--- src/core/acr_params.svh ---
`ifndef ACR_PARAMS_SVH
`define ACR_PARAMS_SVH

// register offsets
`define ACR_ADDR_MAIN 4'h1
`define ACR_ADDR_CTRL 4'h5
`define ACR_ADDR_SCAN 4'h7
`define ACR_ADDR_TIMER 4'h8
`define ACR_ADDR_RSV_B 4'hb
`define ACR_ADDR_RSV_C 4'hc
`define ACR_ADDR_LOCK 4'hd
`define ACR_ADDR_CRC_HI 4'he
`define ACR_ADDR_CRC_LO 4'hf
`define ACR_ADDR_LAST 4'hf
`define ACR_BG_LAST 4'hd

// field positions and values
`define ACR_LOCK_KEY 8'ha5
`define ACR_CTRL_RST 8'h02
`define ACR_CTRL_STP 0
`define ACR_CTRL_FAST 1
`define ACR_CTRL_RDCRC 2
`define ACR_SCAN_EN 0
`define ACR_MODE_MSB 1
`define ACR_MODE_LSB 0
`define ACR_MODE_CONV 2'h3
`define ACR_MODE_STANDBY 2'h2
`define ACR_MODE_ADC_SD 2'h0

// command byte
`define ACR_TYPE_FAST 2'h0
`define ACR_TYPE_SRD 2'h1
`define ACR_TYPE_WRITE 2'h2
`define ACR_TYPE_IRD 2'h3
`define ACR_FC_START 4'ha
`define ACR_FC_STANDBY 4'hb
`define ACR_FC_ADC_SD 4'hc
`define ACR_FC_FULL_SD 4'hd
`define ACR_FC_FULL_RST 4'he

// timing counts in master clock periods, except ACR_SETUP_DMCLK, which counts periods of the divided clock
`define ACR_WAIT_SHORT 16'h0002
`define ACR_WAIT_LONG 16'h0004
`define ACR_SETUP_DMCLK 256
`define ACR_DMCLK_DIV 4
`define ACR_SETUP_CYCLES (`ACR_SETUP_DMCLK * `ACR_DMCLK_DIV)
`define ACR_ANALOG_CLOCK_OUTPUT_W 2

// checksum
`define ACR_CRC_POLY 16'h8005
`define ACR_CRC_INIT 16'h0000

`endif

--- src/core/acr_pkg.sv ---
`include "acr_params.svh"

package acr_pkg;

  typedef enum logic [4:0] {
    SPI_IDLE = 5'b00001,
    SPI_CMD  = 5'b00010,
    SPI_WR   = 5'b00100,
    SPI_RD   = 5'b01000,
    SPI_IGN  = 5'b10000
  } acr_spi_state_t;

  typedef enum logic [2:0] {
    RST_IDLE   = 3'b001,
    RST_WAIT   = 3'b010,
    RST_SETTLE = 3'b100
  } acr_rst_state_t;

  typedef logic [15:0][7:0] acr_regmap_t;

  typedef struct packed {
    acr_regmap_t regs;
    acr_spi_state_t spi;
    logic sck_d;
    logic cs_d;
    logic rose;
    logic load_next;
    logic hold_is_data;
    logic frame_end;
    logic static_rd;
    logic sdo_oe;
    logic [2:0] bit_cnt;
    logic [6:0] rx;
    logic [7:0] tx;
    logic [7:0] tx_hold;
    logic [3:0] addr;
    logic [1:0] crc_phase;
    logic [15:0] rd_crc;
    acr_rst_state_t rst;
    logic [15:0] rst_cnt;
    logic settle_pend;
    logic [`ACR_ANALOG_CLOCK_OUTPUT_W-1:0] analog_clock_output_cnt;
    logic conv_reset;
    logic conv_restart;
    logic start_pulse;
    logic scan_restart;
    logic [3:0] bg_idx;
    logic [15:0] bg_crc;
    logic [15:0] crc_reg;
    logic crc_valid;
    logic crc_flag;
  } acr_state_t;

  function automatic acr_regmap_t acr_reg_defaults();
    acr_regmap_t r;
    r = '0;
    r[`ACR_ADDR_LOCK] = `ACR_LOCK_KEY;
    r[`ACR_ADDR_CTRL] = `ACR_CTRL_RST;
    return r;
  endfunction

  function automatic acr_state_t acr_state_reset();
    acr_state_t s;
    s = '0;
    s.regs = acr_reg_defaults();
    s.spi = SPI_IDLE;
    s.rst = RST_IDLE;
    s.cs_d = 1'b1;
    s.rd_crc = `ACR_CRC_INIT;
    s.bg_crc = `ACR_CRC_INIT;
    return s;
  endfunction

endpackage

--- src/core/acr_spi_restart_ctrl.sv ---
`include "acr_params.svh"

module acr_spi_restart_ctrl import acr_pkg::*; #(
  parameter logic [1:0] DEV_ADDR = 2'b01,
  parameter int SETUP_CYCLES = `ACR_SETUP_CYCLES
) (
  input wire logic sys_clk,
  input wire logic rstn,
  input wire logic cs_n,
  input wire logic sck,
  input wire logic sdi,
  input wire logic data_ready,
  input wire logic scan_between_cycles,
  input wire logic crc_flag_clr,
  output logic sdo,
  output logic sdo_oe,
  output logic analog_clock_output,
  output logic conv_reset,
  output logic conv_restart,
  output logic start_pulse,
  output logic settling,
  output logic scan_restart,
  output logic [7:0] main_config_register,
  output logic [7:0] scan_config,
  output logic [7:0] timer_config,
  output logic [15:0] cfg_crc,
  output logic crc_flag,
  output logic locked
);

  ////////////////////////////////////////////////////////////////////////////
  // pin synchronisers

  logic [2:0] pins_s;
  logic cs_s;
  logic sck_s;
  logic sdi_s;

  // link pins cross into the master clock domain
  acr_sync #(
    .W(3),
    .RST_VAL(3'b100)
  ) u_pin_sync (
    .sys_clk(sys_clk),
    .rstn(rstn),
    .din({cs_n, sck, sdi}),
    .dout(pins_s)
  );

  assign cs_s = pins_s[2];
  assign sck_s = pins_s[1];
  assign sdi_s = pins_s[0];

  ////////////////////////////////////////////////////////////////////////////
  // state

  localparam acr_state_t RST_STATE = acr_state_reset();

  acr_state_t q;
  acr_state_t d;

  logic sck_rise;
  logic sck_fall;
  logic unlocked;
  logic scan_mode;
  logic [7:0] rx_byte;
  logic [7:0] status_byte;
  logic [7:0] rd_crc_byte;
  logic [15:0] rd_crc_out;
  logic [15:0] bg_crc_out;

  // sck edges only count while selected
  assign sck_rise = sck_s & ~q.sck_d & ~cs_s & ~q.cs_d;
  assign sck_fall = ~sck_s & q.sck_d & ~cs_s & ~q.cs_d;
  assign unlocked = (q.regs[`ACR_ADDR_LOCK] == `ACR_LOCK_KEY);
  assign scan_mode = q.regs[`ACR_ADDR_SCAN][`ACR_SCAN_EN];
  assign rx_byte = {q.rx, sdi_s};
  assign status_byte = {2'b00, DEV_ADDR, ~DEV_ADDR[0], ~data_ready, ~q.crc_flag, 1'b1};
  assign rd_crc_byte = sck_fall ? q.tx_hold : rx_byte;

  ////////////////////////////////////////////////////////////////////////////
  // checksum engines

  acr_crc16 u_rd_crc (
    .crc_in(q.rd_crc),
    .data_in(rd_crc_byte),
    .crc_out(rd_crc_out)
  );

  acr_crc16 u_bg_crc (
    .crc_in(q.bg_crc),
    .data_in(q.regs[q.bg_idx]),
    .crc_out(bg_crc_out)
  );

  ////////////////////////////////////////////////////////////////////////////
  // next state

  always_comb begin
    logic req_imm;
    logic req_dly;
    logic req_scan;
    logic wr_ok;
    logic rd_load;
    logic rd_static;
    logic restart_done;
    logic crc_set;
    logic [3:0] rd_addr;
    logic [7:0] rd_val;
    req_imm = 1'b0;
    req_dly = 1'b0;
    req_scan = 1'b0;
    wr_ok = 1'b0;
    rd_load = 1'b0;
    rd_static = 1'b0;
    restart_done = 1'b0;
    crc_set = 1'b0;
    rd_addr = q.addr;
    rd_val = 8'h00;
    d = q;
    d.sck_d = sck_s;
    d.cs_d = cs_s;
    d.conv_reset = 1'b0;
    d.conv_restart = 1'b0;
    d.start_pulse = 1'b0;
    d.scan_restart = 1'b0;

    // serial link
    if (cs_s) begin
      d.spi = SPI_IDLE;
      d.sdo_oe = 1'b0;
      d.load_next = 1'b0;
    end else if (q.cs_d) begin
      d.spi = SPI_CMD;
      d.sdo_oe = 1'b1;
      d.tx = status_byte;
      d.bit_cnt = 3'h0;
      d.rose = 1'b0;
      d.load_next = 1'b0;
      d.crc_phase = 2'h0;
      d.rd_crc = `ACR_CRC_INIT;
    end else begin
      if (sck_rise) begin
        d.rx = rx_byte[6:0];
        d.bit_cnt = q.bit_cnt + 3'h1;
        d.rose = 1'b1;
        if (q.bit_cnt == 3'h7) begin
          unique case (q.spi)
            SPI_CMD: begin
              if (rx_byte[7:6] != DEV_ADDR) begin
                d.spi = SPI_IGN;
                d.sdo_oe = 1'b0;
              end else begin
                d.rd_crc = rd_crc_out;
                unique case (rx_byte[1:0])
                  `ACR_TYPE_FAST: begin
                    d.spi = SPI_IGN;
                    d.sdo_oe = 1'b0;
                    if (q.regs[`ACR_ADDR_CTRL][`ACR_CTRL_FAST]) begin
                      case (rx_byte[5:2])
                        `ACR_FC_START: begin
                          d.regs[`ACR_ADDR_MAIN][`ACR_MODE_MSB:`ACR_MODE_LSB] = `ACR_MODE_CONV;
                          req_imm = 1'b1;
                        end
                        `ACR_FC_STANDBY: begin
                          d.regs[`ACR_ADDR_MAIN][`ACR_MODE_MSB:`ACR_MODE_LSB] = `ACR_MODE_STANDBY;
                        end
                        `ACR_FC_ADC_SD: begin
                          d.regs[`ACR_ADDR_MAIN][`ACR_MODE_MSB:`ACR_MODE_LSB] = `ACR_MODE_ADC_SD;
                        end
                        `ACR_FC_FULL_SD: begin
                          d.regs[`ACR_ADDR_MAIN] = 8'h00;
                        end
                        `ACR_FC_FULL_RST: begin
                          d.regs = acr_reg_defaults();
                        end
                        default: begin
                        end
                      endcase
                    end
                  end
                  `ACR_TYPE_WRITE: begin
                    d.spi = SPI_WR;
                    d.sdo_oe = 1'b0;
                    d.addr = rx_byte[5:2];
                  end
                  `ACR_TYPE_SRD, `ACR_TYPE_IRD: begin
                    d.spi = SPI_RD;
                    d.static_rd = (rx_byte[1:0] == `ACR_TYPE_SRD);
                    rd_load = 1'b1;
                    rd_addr = rx_byte[5:2];
                    rd_static = (rx_byte[1:0] == `ACR_TYPE_SRD);
                  end
                endcase
              end
            end
            SPI_WR: begin
              // lock register itself stays writable so software can unlock
              wr_ok = (unlocked || q.addr == `ACR_ADDR_LOCK) &&
                      q.addr != `ACR_ADDR_CRC_HI && q.addr != `ACR_ADDR_CRC_LO;
              d.addr = q.addr + 4'h1;
              if (wr_ok) begin
                d.regs[q.addr] = rx_byte;
                if (q.addr == `ACR_ADDR_MAIN) begin
                  if (rx_byte != q.regs[`ACR_ADDR_MAIN]) begin
                    req_dly = 1'b1;
                  end else begin
                    req_imm = 1'b1;
                  end
                end
                if (q.addr == `ACR_ADDR_RSV_B || q.addr == `ACR_ADDR_RSV_C) begin
                  req_dly = 1'b1;
                end
                if (q.addr == `ACR_ADDR_SCAN) begin
                  if (!scan_mode) begin
                    req_scan = rx_byte[`ACR_SCAN_EN];
                  end else begin
                    req_scan = ~scan_between_cycles;
                  end
                end
                if (q.addr == `ACR_ADDR_TIMER) begin
                  req_scan = scan_mode & scan_between_cycles;
                end
              end
            end
            SPI_RD: begin
              if (q.regs[`ACR_ADDR_CTRL][`ACR_CTRL_RDCRC] && q.frame_end &&
                  q.crc_phase == 2'h0) begin
                d.tx_hold = q.rd_crc[15:8];
                d.hold_is_data = 1'b0;
                d.load_next = 1'b1;
                d.crc_phase = 2'h1;
              end else if (q.crc_phase == 2'h1) begin
                d.tx_hold = q.rd_crc[7:0];
                d.hold_is_data = 1'b0;
                d.load_next = 1'b1;
                d.crc_phase = 2'h2;
              end else begin
                if (q.crc_phase == 2'h2) begin
                  d.rd_crc = `ACR_CRC_INIT;
                end
                d.crc_phase = 2'h0;
                rd_load = 1'b1;
                rd_addr = q.addr;
                rd_static = q.static_rd;
              end
            end
            SPI_IDLE, SPI_IGN: begin
            end
          endcase
        end
      end
      if (sck_fall && q.rose) begin
        if (q.load_next) begin
          d.tx = q.tx_hold;
          d.load_next = 1'b0;
          if (q.hold_is_data) begin
            d.rd_crc = rd_crc_out;
          end
        end else begin
          d.tx = {q.tx[6:0], 1'b0};
        end
      end
    end

    // read data fetch
    if (rd_addr == `ACR_ADDR_CRC_HI) begin
      rd_val = q.crc_reg[15:8];
    end else if (rd_addr == `ACR_ADDR_CRC_LO) begin
      rd_val = q.crc_reg[7:0];
    end else begin
      rd_val = q.regs[rd_addr];
    end
    if (rd_load) begin
      d.tx_hold = rd_val;
      d.hold_is_data = 1'b1;
      d.load_next = 1'b1;
      d.frame_end = rd_static || rd_addr == `ACR_ADDR_LAST;
      d.addr = rd_static ? rd_addr : rd_addr + 4'h1;
    end

    ////////////////////////////////////////////////////////////////////////
    // conversion reset and restart sequencer, plus the scan restart pulse
    if (req_imm || req_dly) begin
      d.conv_reset = 1'b1;
      d.analog_clock_output_cnt = '0;
      d.rst = RST_WAIT;
      d.settle_pend = req_dly;
      d.rst_cnt = (|q.analog_clock_output_cnt) ? `ACR_WAIT_LONG - 16'h1 : `ACR_WAIT_SHORT - 16'h1;
    end else begin
      d.analog_clock_output_cnt = q.analog_clock_output_cnt + `ACR_ANALOG_CLOCK_OUTPUT_W'(1);
      unique case (q.rst)
        RST_IDLE: begin
        end
        RST_WAIT: begin
          if (q.rst_cnt == 16'h0) begin
            if (q.settle_pend) begin
              d.rst = RST_SETTLE;
              d.rst_cnt = 16'(SETUP_CYCLES - 1);
            end else begin
              restart_done = 1'b1;
            end
          end else begin
            d.rst_cnt = q.rst_cnt - 16'h1;
          end
        end
        RST_SETTLE: begin
          if (q.rst_cnt == 16'h0) begin
            restart_done = 1'b1;
          end else begin
            d.rst_cnt = q.rst_cnt - 16'h1;
          end
        end
      endcase
    end
    if (restart_done) begin
      d.rst = RST_IDLE;
      d.conv_restart = 1'b1;
      d.start_pulse = q.regs[`ACR_ADDR_CTRL][`ACR_CTRL_STP];
    end
    d.scan_restart = req_scan;

    ////////////////////////////////////////////////////////////////////////
    // background configuration checksum
    if (!unlocked) begin
      if (q.bg_idx == `ACR_BG_LAST) begin
        d.crc_reg = bg_crc_out;
        d.bg_crc = `ACR_CRC_INIT;
        d.bg_idx = 4'h0;
        d.crc_valid = 1'b1;
        crc_set = q.crc_valid && bg_crc_out != q.crc_reg;
      end else begin
        d.bg_crc = bg_crc_out;
        d.bg_idx = q.bg_idx + 4'h1;
      end
    end else begin
      d.bg_crc = `ACR_CRC_INIT;
      d.bg_idx = 4'h0;
      d.crc_valid = 1'b0;
    end
    // set wins over clear
    d.crc_flag = crc_set | (q.crc_flag & ~crc_flag_clr);
  end

  // power-on reset holds the serial logic idle
  always_ff @(posedge sys_clk or negedge rstn) begin
    if (!rstn) begin
      q <= RST_STATE;
    end else begin
      q <= d;
    end
  end

  ////////////////////////////////////////////////////////////////////////////
  // outputs

  assign sdo = q.tx[7];
  assign sdo_oe = q.sdo_oe;
  assign analog_clock_output = q.analog_clock_output_cnt[`ACR_ANALOG_CLOCK_OUTPUT_W-1];
  assign conv_reset = q.conv_reset;
  assign conv_restart = q.conv_restart;
  assign start_pulse = q.start_pulse;
  assign settling = (q.rst == RST_SETTLE);
  assign scan_restart = q.scan_restart;
  assign main_config_register = q.regs[`ACR_ADDR_MAIN];
  assign scan_config = q.regs[`ACR_ADDR_SCAN];
  assign timer_config = q.regs[`ACR_ADDR_TIMER];
  assign cfg_crc = q.crc_reg;
  assign crc_flag = q.crc_flag;
  assign locked = ~unlocked;

endmodule

--- src/core/acr_sync.sv ---
module acr_sync #(
  parameter int W = 1,
  parameter logic [W-1:0] RST_VAL = '0
) (
  input wire logic sys_clk,
  input wire logic rstn,
  input wire logic [W-1:0] din,
  output logic [W-1:0] dout
);

  typedef struct packed {
    logic [W-1:0] s1;
    logic [W-1:0] s2;
  } acr_sync_st_t;

  acr_sync_st_t q;
  acr_sync_st_t d;

  // first stage feeds only the second stage
  always_comb begin
    d.s1 = din;
    d.s2 = q.s1;
  end

  always_ff @(posedge sys_clk or negedge rstn) begin
    if (!rstn) begin
      q <= {RST_VAL, RST_VAL};
    end else begin
      q <= d;
    end
  end

  assign dout = q.s2;

endmodule

--- src/core/acr_crc16.sv ---
`include "acr_params.svh"

module acr_crc16 #(
  parameter logic [15:0] POLY = `ACR_CRC_POLY
) (
  input wire logic [15:0] crc_in,
  input wire logic [7:0] data_in,
  output logic [15:0] crc_out
);

  // one byte of crc-16, msb first
  always_comb begin
    logic [15:0] c;
    c = crc_in;
    for (int i = 7; i >= 0; i--) begin
      if (c[15] ^ data_in[i]) begin
        c = {c[14:0], 1'b0} ^ POLY;
      end else begin
        c = {c[14:0], 1'b0};
      end
    end
    crc_out = c;
  end

endmodule

--- config.mk ---
export PLATFORM = sky130hd
export DESIGN_NAME = acr_spi_restart_ctrl
export DESIGN_NICKNAME = d
export VERILOG_FILES = /design/src/core/acr_pkg.sv /design/src/core/acr_spi_restart_ctrl.sv /design/src/core/acr_sync.sv /design/src/core/acr_crc16.sv
export VERILOG_INCLUDE_DIRS = /design/src /design/src/core
export SDC_FILE = /design/constraint.sdc
export NUM_CORES = 1
export LEC_CHECK = 0
export BUFFER_PORTS_ARGS = -buffer_cell sky130_fd_sc_hd__buf_2
export CORE_MARGIN = 3
export CORE_UTILIZATION = 52
export CTS_CLUSTER_DIAMETER = 40
export CTS_CLUSTER_SIZE = 20
export DETAILED_ROUTE_END_ITERATION = 10
export GPL_TIMING_DRIVEN = 0
export HOLD_SLACK_MARGIN = 0.02
export PLACE_DENSITY_LB_ADDON = 0.3
export SLEW_MARGIN = 40
export SYNTH_ARGS = -nofsm -noshare
export SYNTH_HDL_FRONTEND = slang
export SYNTH_SLANG_ARGS = --single-unit
--- constraint.sdc ---
create_clock -name sys_clk -period 8.6 [get_ports sys_clk]
set_input_delay 1.72 -clock sys_clk [delete_from_list [all_inputs] [get_ports sys_clk]]
set_output_delay 1.72 -clock sys_clk [all_outputs]
set_load 0.01 [all_outputs]
==> Implementation_results.wiki <==
{| class="wikitable"
! Metric !! Value
|-
| Final Util || 0.613
|-
| Row Count || 60
|-
| Post-cts hold buffer count || 0
|-
| Post-synthesis register bit count || 259
|-
| Initial antenna violation count || 1
|-
| Number of enable flip-flop cells after synthesis || 0
|-
| Die extent in y || 173 um
|-
| Post-Place Setup Slack || 3.55 ns
|-
| Fin crit period || 5.26 ns
|-
| Multi-input logic area || 7320 um^2
|-
| Most common cell after layout, fill and taps aside || nand2_1
|-
| Area taken by flip-flops and latches || 6490 um^2
|-
| CTS Buf Count || 38
|-
| XOR/XNOR Fraction of Synth Area || 0.0616
|-
| Fill count || 2328
|-
| First-pass iteration count of the detailed router || 8
|-
| Combinational family with the most area after synthesis || simple AND/OR/NAND/NOR gates
|-
| Type of the setup path with the least slack || register to register
|-
| Final estimated routing congestion in global placement || 0.983
|-
| Cell count after placement || 1908
|-
| Leakage power figure || 7.73 nW
|-
| Area growth, synth to finish || 15.0%
|-
| Die outline width || 173 um
|-
| Layout Nets || 1596
|-
| Number of standard cells in the layout, taps in and fillers out || 1976
|-
| HP Class || register to register
|-
| Count of boundary I/O pins || 58
|-
| Area fraction in compound gates after synthesis || 0.143
|-
| Setup TNS || 0 ns
|-
| Synthesis warning total || 0
|-
| Number of nets in the synthesized netlist || 1495
|-
| Routed Wire Length || 43.0 mm
|-
| Total number of vias || 12100
|-
| Overall global routing resource usage || 0.287
|-
| Worst-path maximum fanout || 11
|-
| Core box area || 27200 um^2
|-
| TritonCTS clock tree || yes
|-
| Global-route wire length before repair || 68.2 mm
|-
| Antenna violation net count after detailed routing || 0
|-
| Register area share after synthesis || 0.449
|-
| Initial Util || 0.533
|-
| Post-synthesis cell count || 1475
|-
| Area fraction in and, or, nand and nor cells after synthesis || 0.155
|-
| Initial DRC count || 1491
|-
| Transition at the pin with the smallest max-transition slack || 0.792 ns
|-
| Fraction of the mapped netlist area in adder cells || 0.0104
|-
| Routed WL per cell || 21.8 um
|-
| Critical path data required time || 9.05 ns
|-
| Half-perimeter wire length after placement || 31.1 mm
|-
| Mux contribution to synthesized area || 0.135
|-
| Number of levels in the clock H-tree || 2
|-
| Diode count || 0
|-
| Relative slew margins || 0.457
|-
| Arrival time of data at the critical path endpoint || 5.71 ns
|-
| Share of the clock period used by the worst path || 0.611
|-
| RSZ-0062 raised after global routing || no
|-
| Die Area || 29900 um^2
|-
| Peak ir drop on the vdd network || 162 uV
|-
| Clock-pin slew on the worst setup and hold paths || 0.05 ns
|-
| Final Worst Setup Slack || 3.34 ns
|-
| Most frequent cells in the layout || nand2_1, dfrtp_1, o21ai_0, mux2i_1, buf_2
|-
| Share of post-route cells with drive strength above 1 || 0.165
|-
| Clk sink count || 259
|-
| Post-Synthesis Cell Area || 14500 um^2
|-
| FMAX || 190 MHz
|-
| Worst hold margin || 0.347 ns
|-
| Cell at the root of the clock tree || clkbuf_16
|-
| GR Overflow Total || 0
|-
| Number of max-capacitance violations reported || 0
|-
| Power density normalized to cell area || 183 nW/um^2
|-
| Total of buffers placed on input and output ports || 57
|-
| Fraction of registers with async set/reset || 1.00
|-
| DRC violation count after routing || 0
|-
| Post-CTS Repair Setup Buffers || 0
|-
| Max-slew violations || 0
|-
| Number of buffers between clock root and the deepest sink || 3
|-
| Post-Synthesis Mean Instance Area || 9.81 um^2
|-
| # setup viols final || 0
|-
| Post-cts resize count || 0
|-
| Via density per instance || 6.14
|-
| Total count of hold-check failures in the final report || 0
|-
| Setup crit end kind || register
|-
| Top flip-flop cell by instance count after synthesis || dfrtp_1
|-
| Post-route clock skew || 0.0177 ns
|-
| Pin count of the biggest net entering global routing || 75
|-
| Status || finished, final reports clean
|-
| Critical path startpoint category || register
|-
| Source-to-sink clock delay at the later pin of the worst-skew pair || 0.53 ns
|-
| Number of global-route vias before repair || 11900
|-
| Unique cell type count in the Yosys netlist || 66
|}
[critical path, cell delays in order, from the launching register on]
cell and delay [ns]:
dfrtp_1 0.33, clkbuf_1 0.44, nor2b_1 0.50, and2_1 0.27
nand3_1 0.24, mux2i_2 0.64, inv_2 0.27, buf_2 0.30
clkbuf_1 0.41, ha_1 0.40, nor2_1 0.46, a221oi_1 0.15
a21oi_1 0.30, a21oi_1 0.11, a21oi_1 0.21, o22a_1 0.14
[logic make-up (layout without fill, tap and decap cells)]
| logic type | after synthesis | after routing |
|---|---|---|
| simple gates | 491 | 491 |
| compound gates | 347 | 347 |
| mux | 148 | 148 |
| fa+ha+maj | 12 | 12 |
| xor+xnor | 88 | 88 |
| buf+inv | 130 | 259 |
| flops | 259 | 259 |
[power by group]
part           internal, mW  switching [mW]
Sequential             1.24          0.0201
Combinational        0.0816           0.145
Clock                 0.987           0.581
Total                  2.30           0.746
[cells in the mapped netlist (all sizes together), types with 9 or more instances]
cell type	instances	share of area
inv	20	0.0052
nand3	27	0.0097
and2	25	0.011
nor3	17	0.0059
buf	60	0.028
a21oi	61	0.021
a21o	9	0.0047
o21ai	180	0.062
mux4	36	0.056
a221oi	9	0.0054
ha	12	0.010
and3	15	0.0065
xor2	23	0.014
mux2i	97	0.068
dfrtp	249	0.43
xnor2	61	0.041
clkbuf	50	0.013
dfstp	10	0.018
mux2	15	0.012
nor4	11	0.0048
a22o	13	0.0079
nor2	67	0.017
nand2	271	0.070
nor2b	12	0.0052
a22oi	24	0.012
[per-layer routing]
metal	up-vias	global-route usage	wire (um)
met5	-	0	13
met4	2	0.105	1560
met3	133	0.0694	4530
met2	652	0.438	19100
met1	5927	0.401	17800
li1	5425	-	-
[metrics by stage]
step | power, mW | area [um^2]
3_5_place_dp | 1.50 | 15400
2_1_floorplan | 1.41 | 14500
3_3_place_gp | 1.49 | 15200
5_1_grt | 3.15 | 16700
6_report | 3.05 | 16700
4_1_cts | 3.07 | 16700
[area by class of cell]
type,count,share of cell area
buffer,110,0.0359
clock inverter,21,0.0152
sequential,259,0.390
tap,372,0.0280
multi-input combinational,1086,0.440
timing repair buffer,61,0.0243
inverter,20,0.00451
clock buffer,47,0.0622
[registers in the layout, summed over array words and instances (netlist names), 3 cells and up]
register and count:
u_pin_sync.d 3, scan_config 8, cfg_crc 16, u_pin_sync.dout 3, q 205, main_config_register 8, timer_config 8
[worst paths after layout]
| path | start | end | slack [ns] | depth (start not counted) |
|---|---|---|---|---|
| setup / recovery | q[107] | q[89] | 3.34 | 15 |
| hold / removal | u_pin_sync.d[0] | u_pin_sync.dout[0] | 0.35 | 0 |
| setup reg to reg | q[107] | q[89] | 3.34 | 15 |
| hold reg to reg | u_pin_sync.d[0] | u_pin_sync.dout[0] | 0.35 | 0 |
| max in group asynchronous | rstn | q[166] | 6.66 | 3 |
| min in group asynchronous | rstn | q[18] | 1.17 | 2 |
Power figures use the tool's default switching activity.
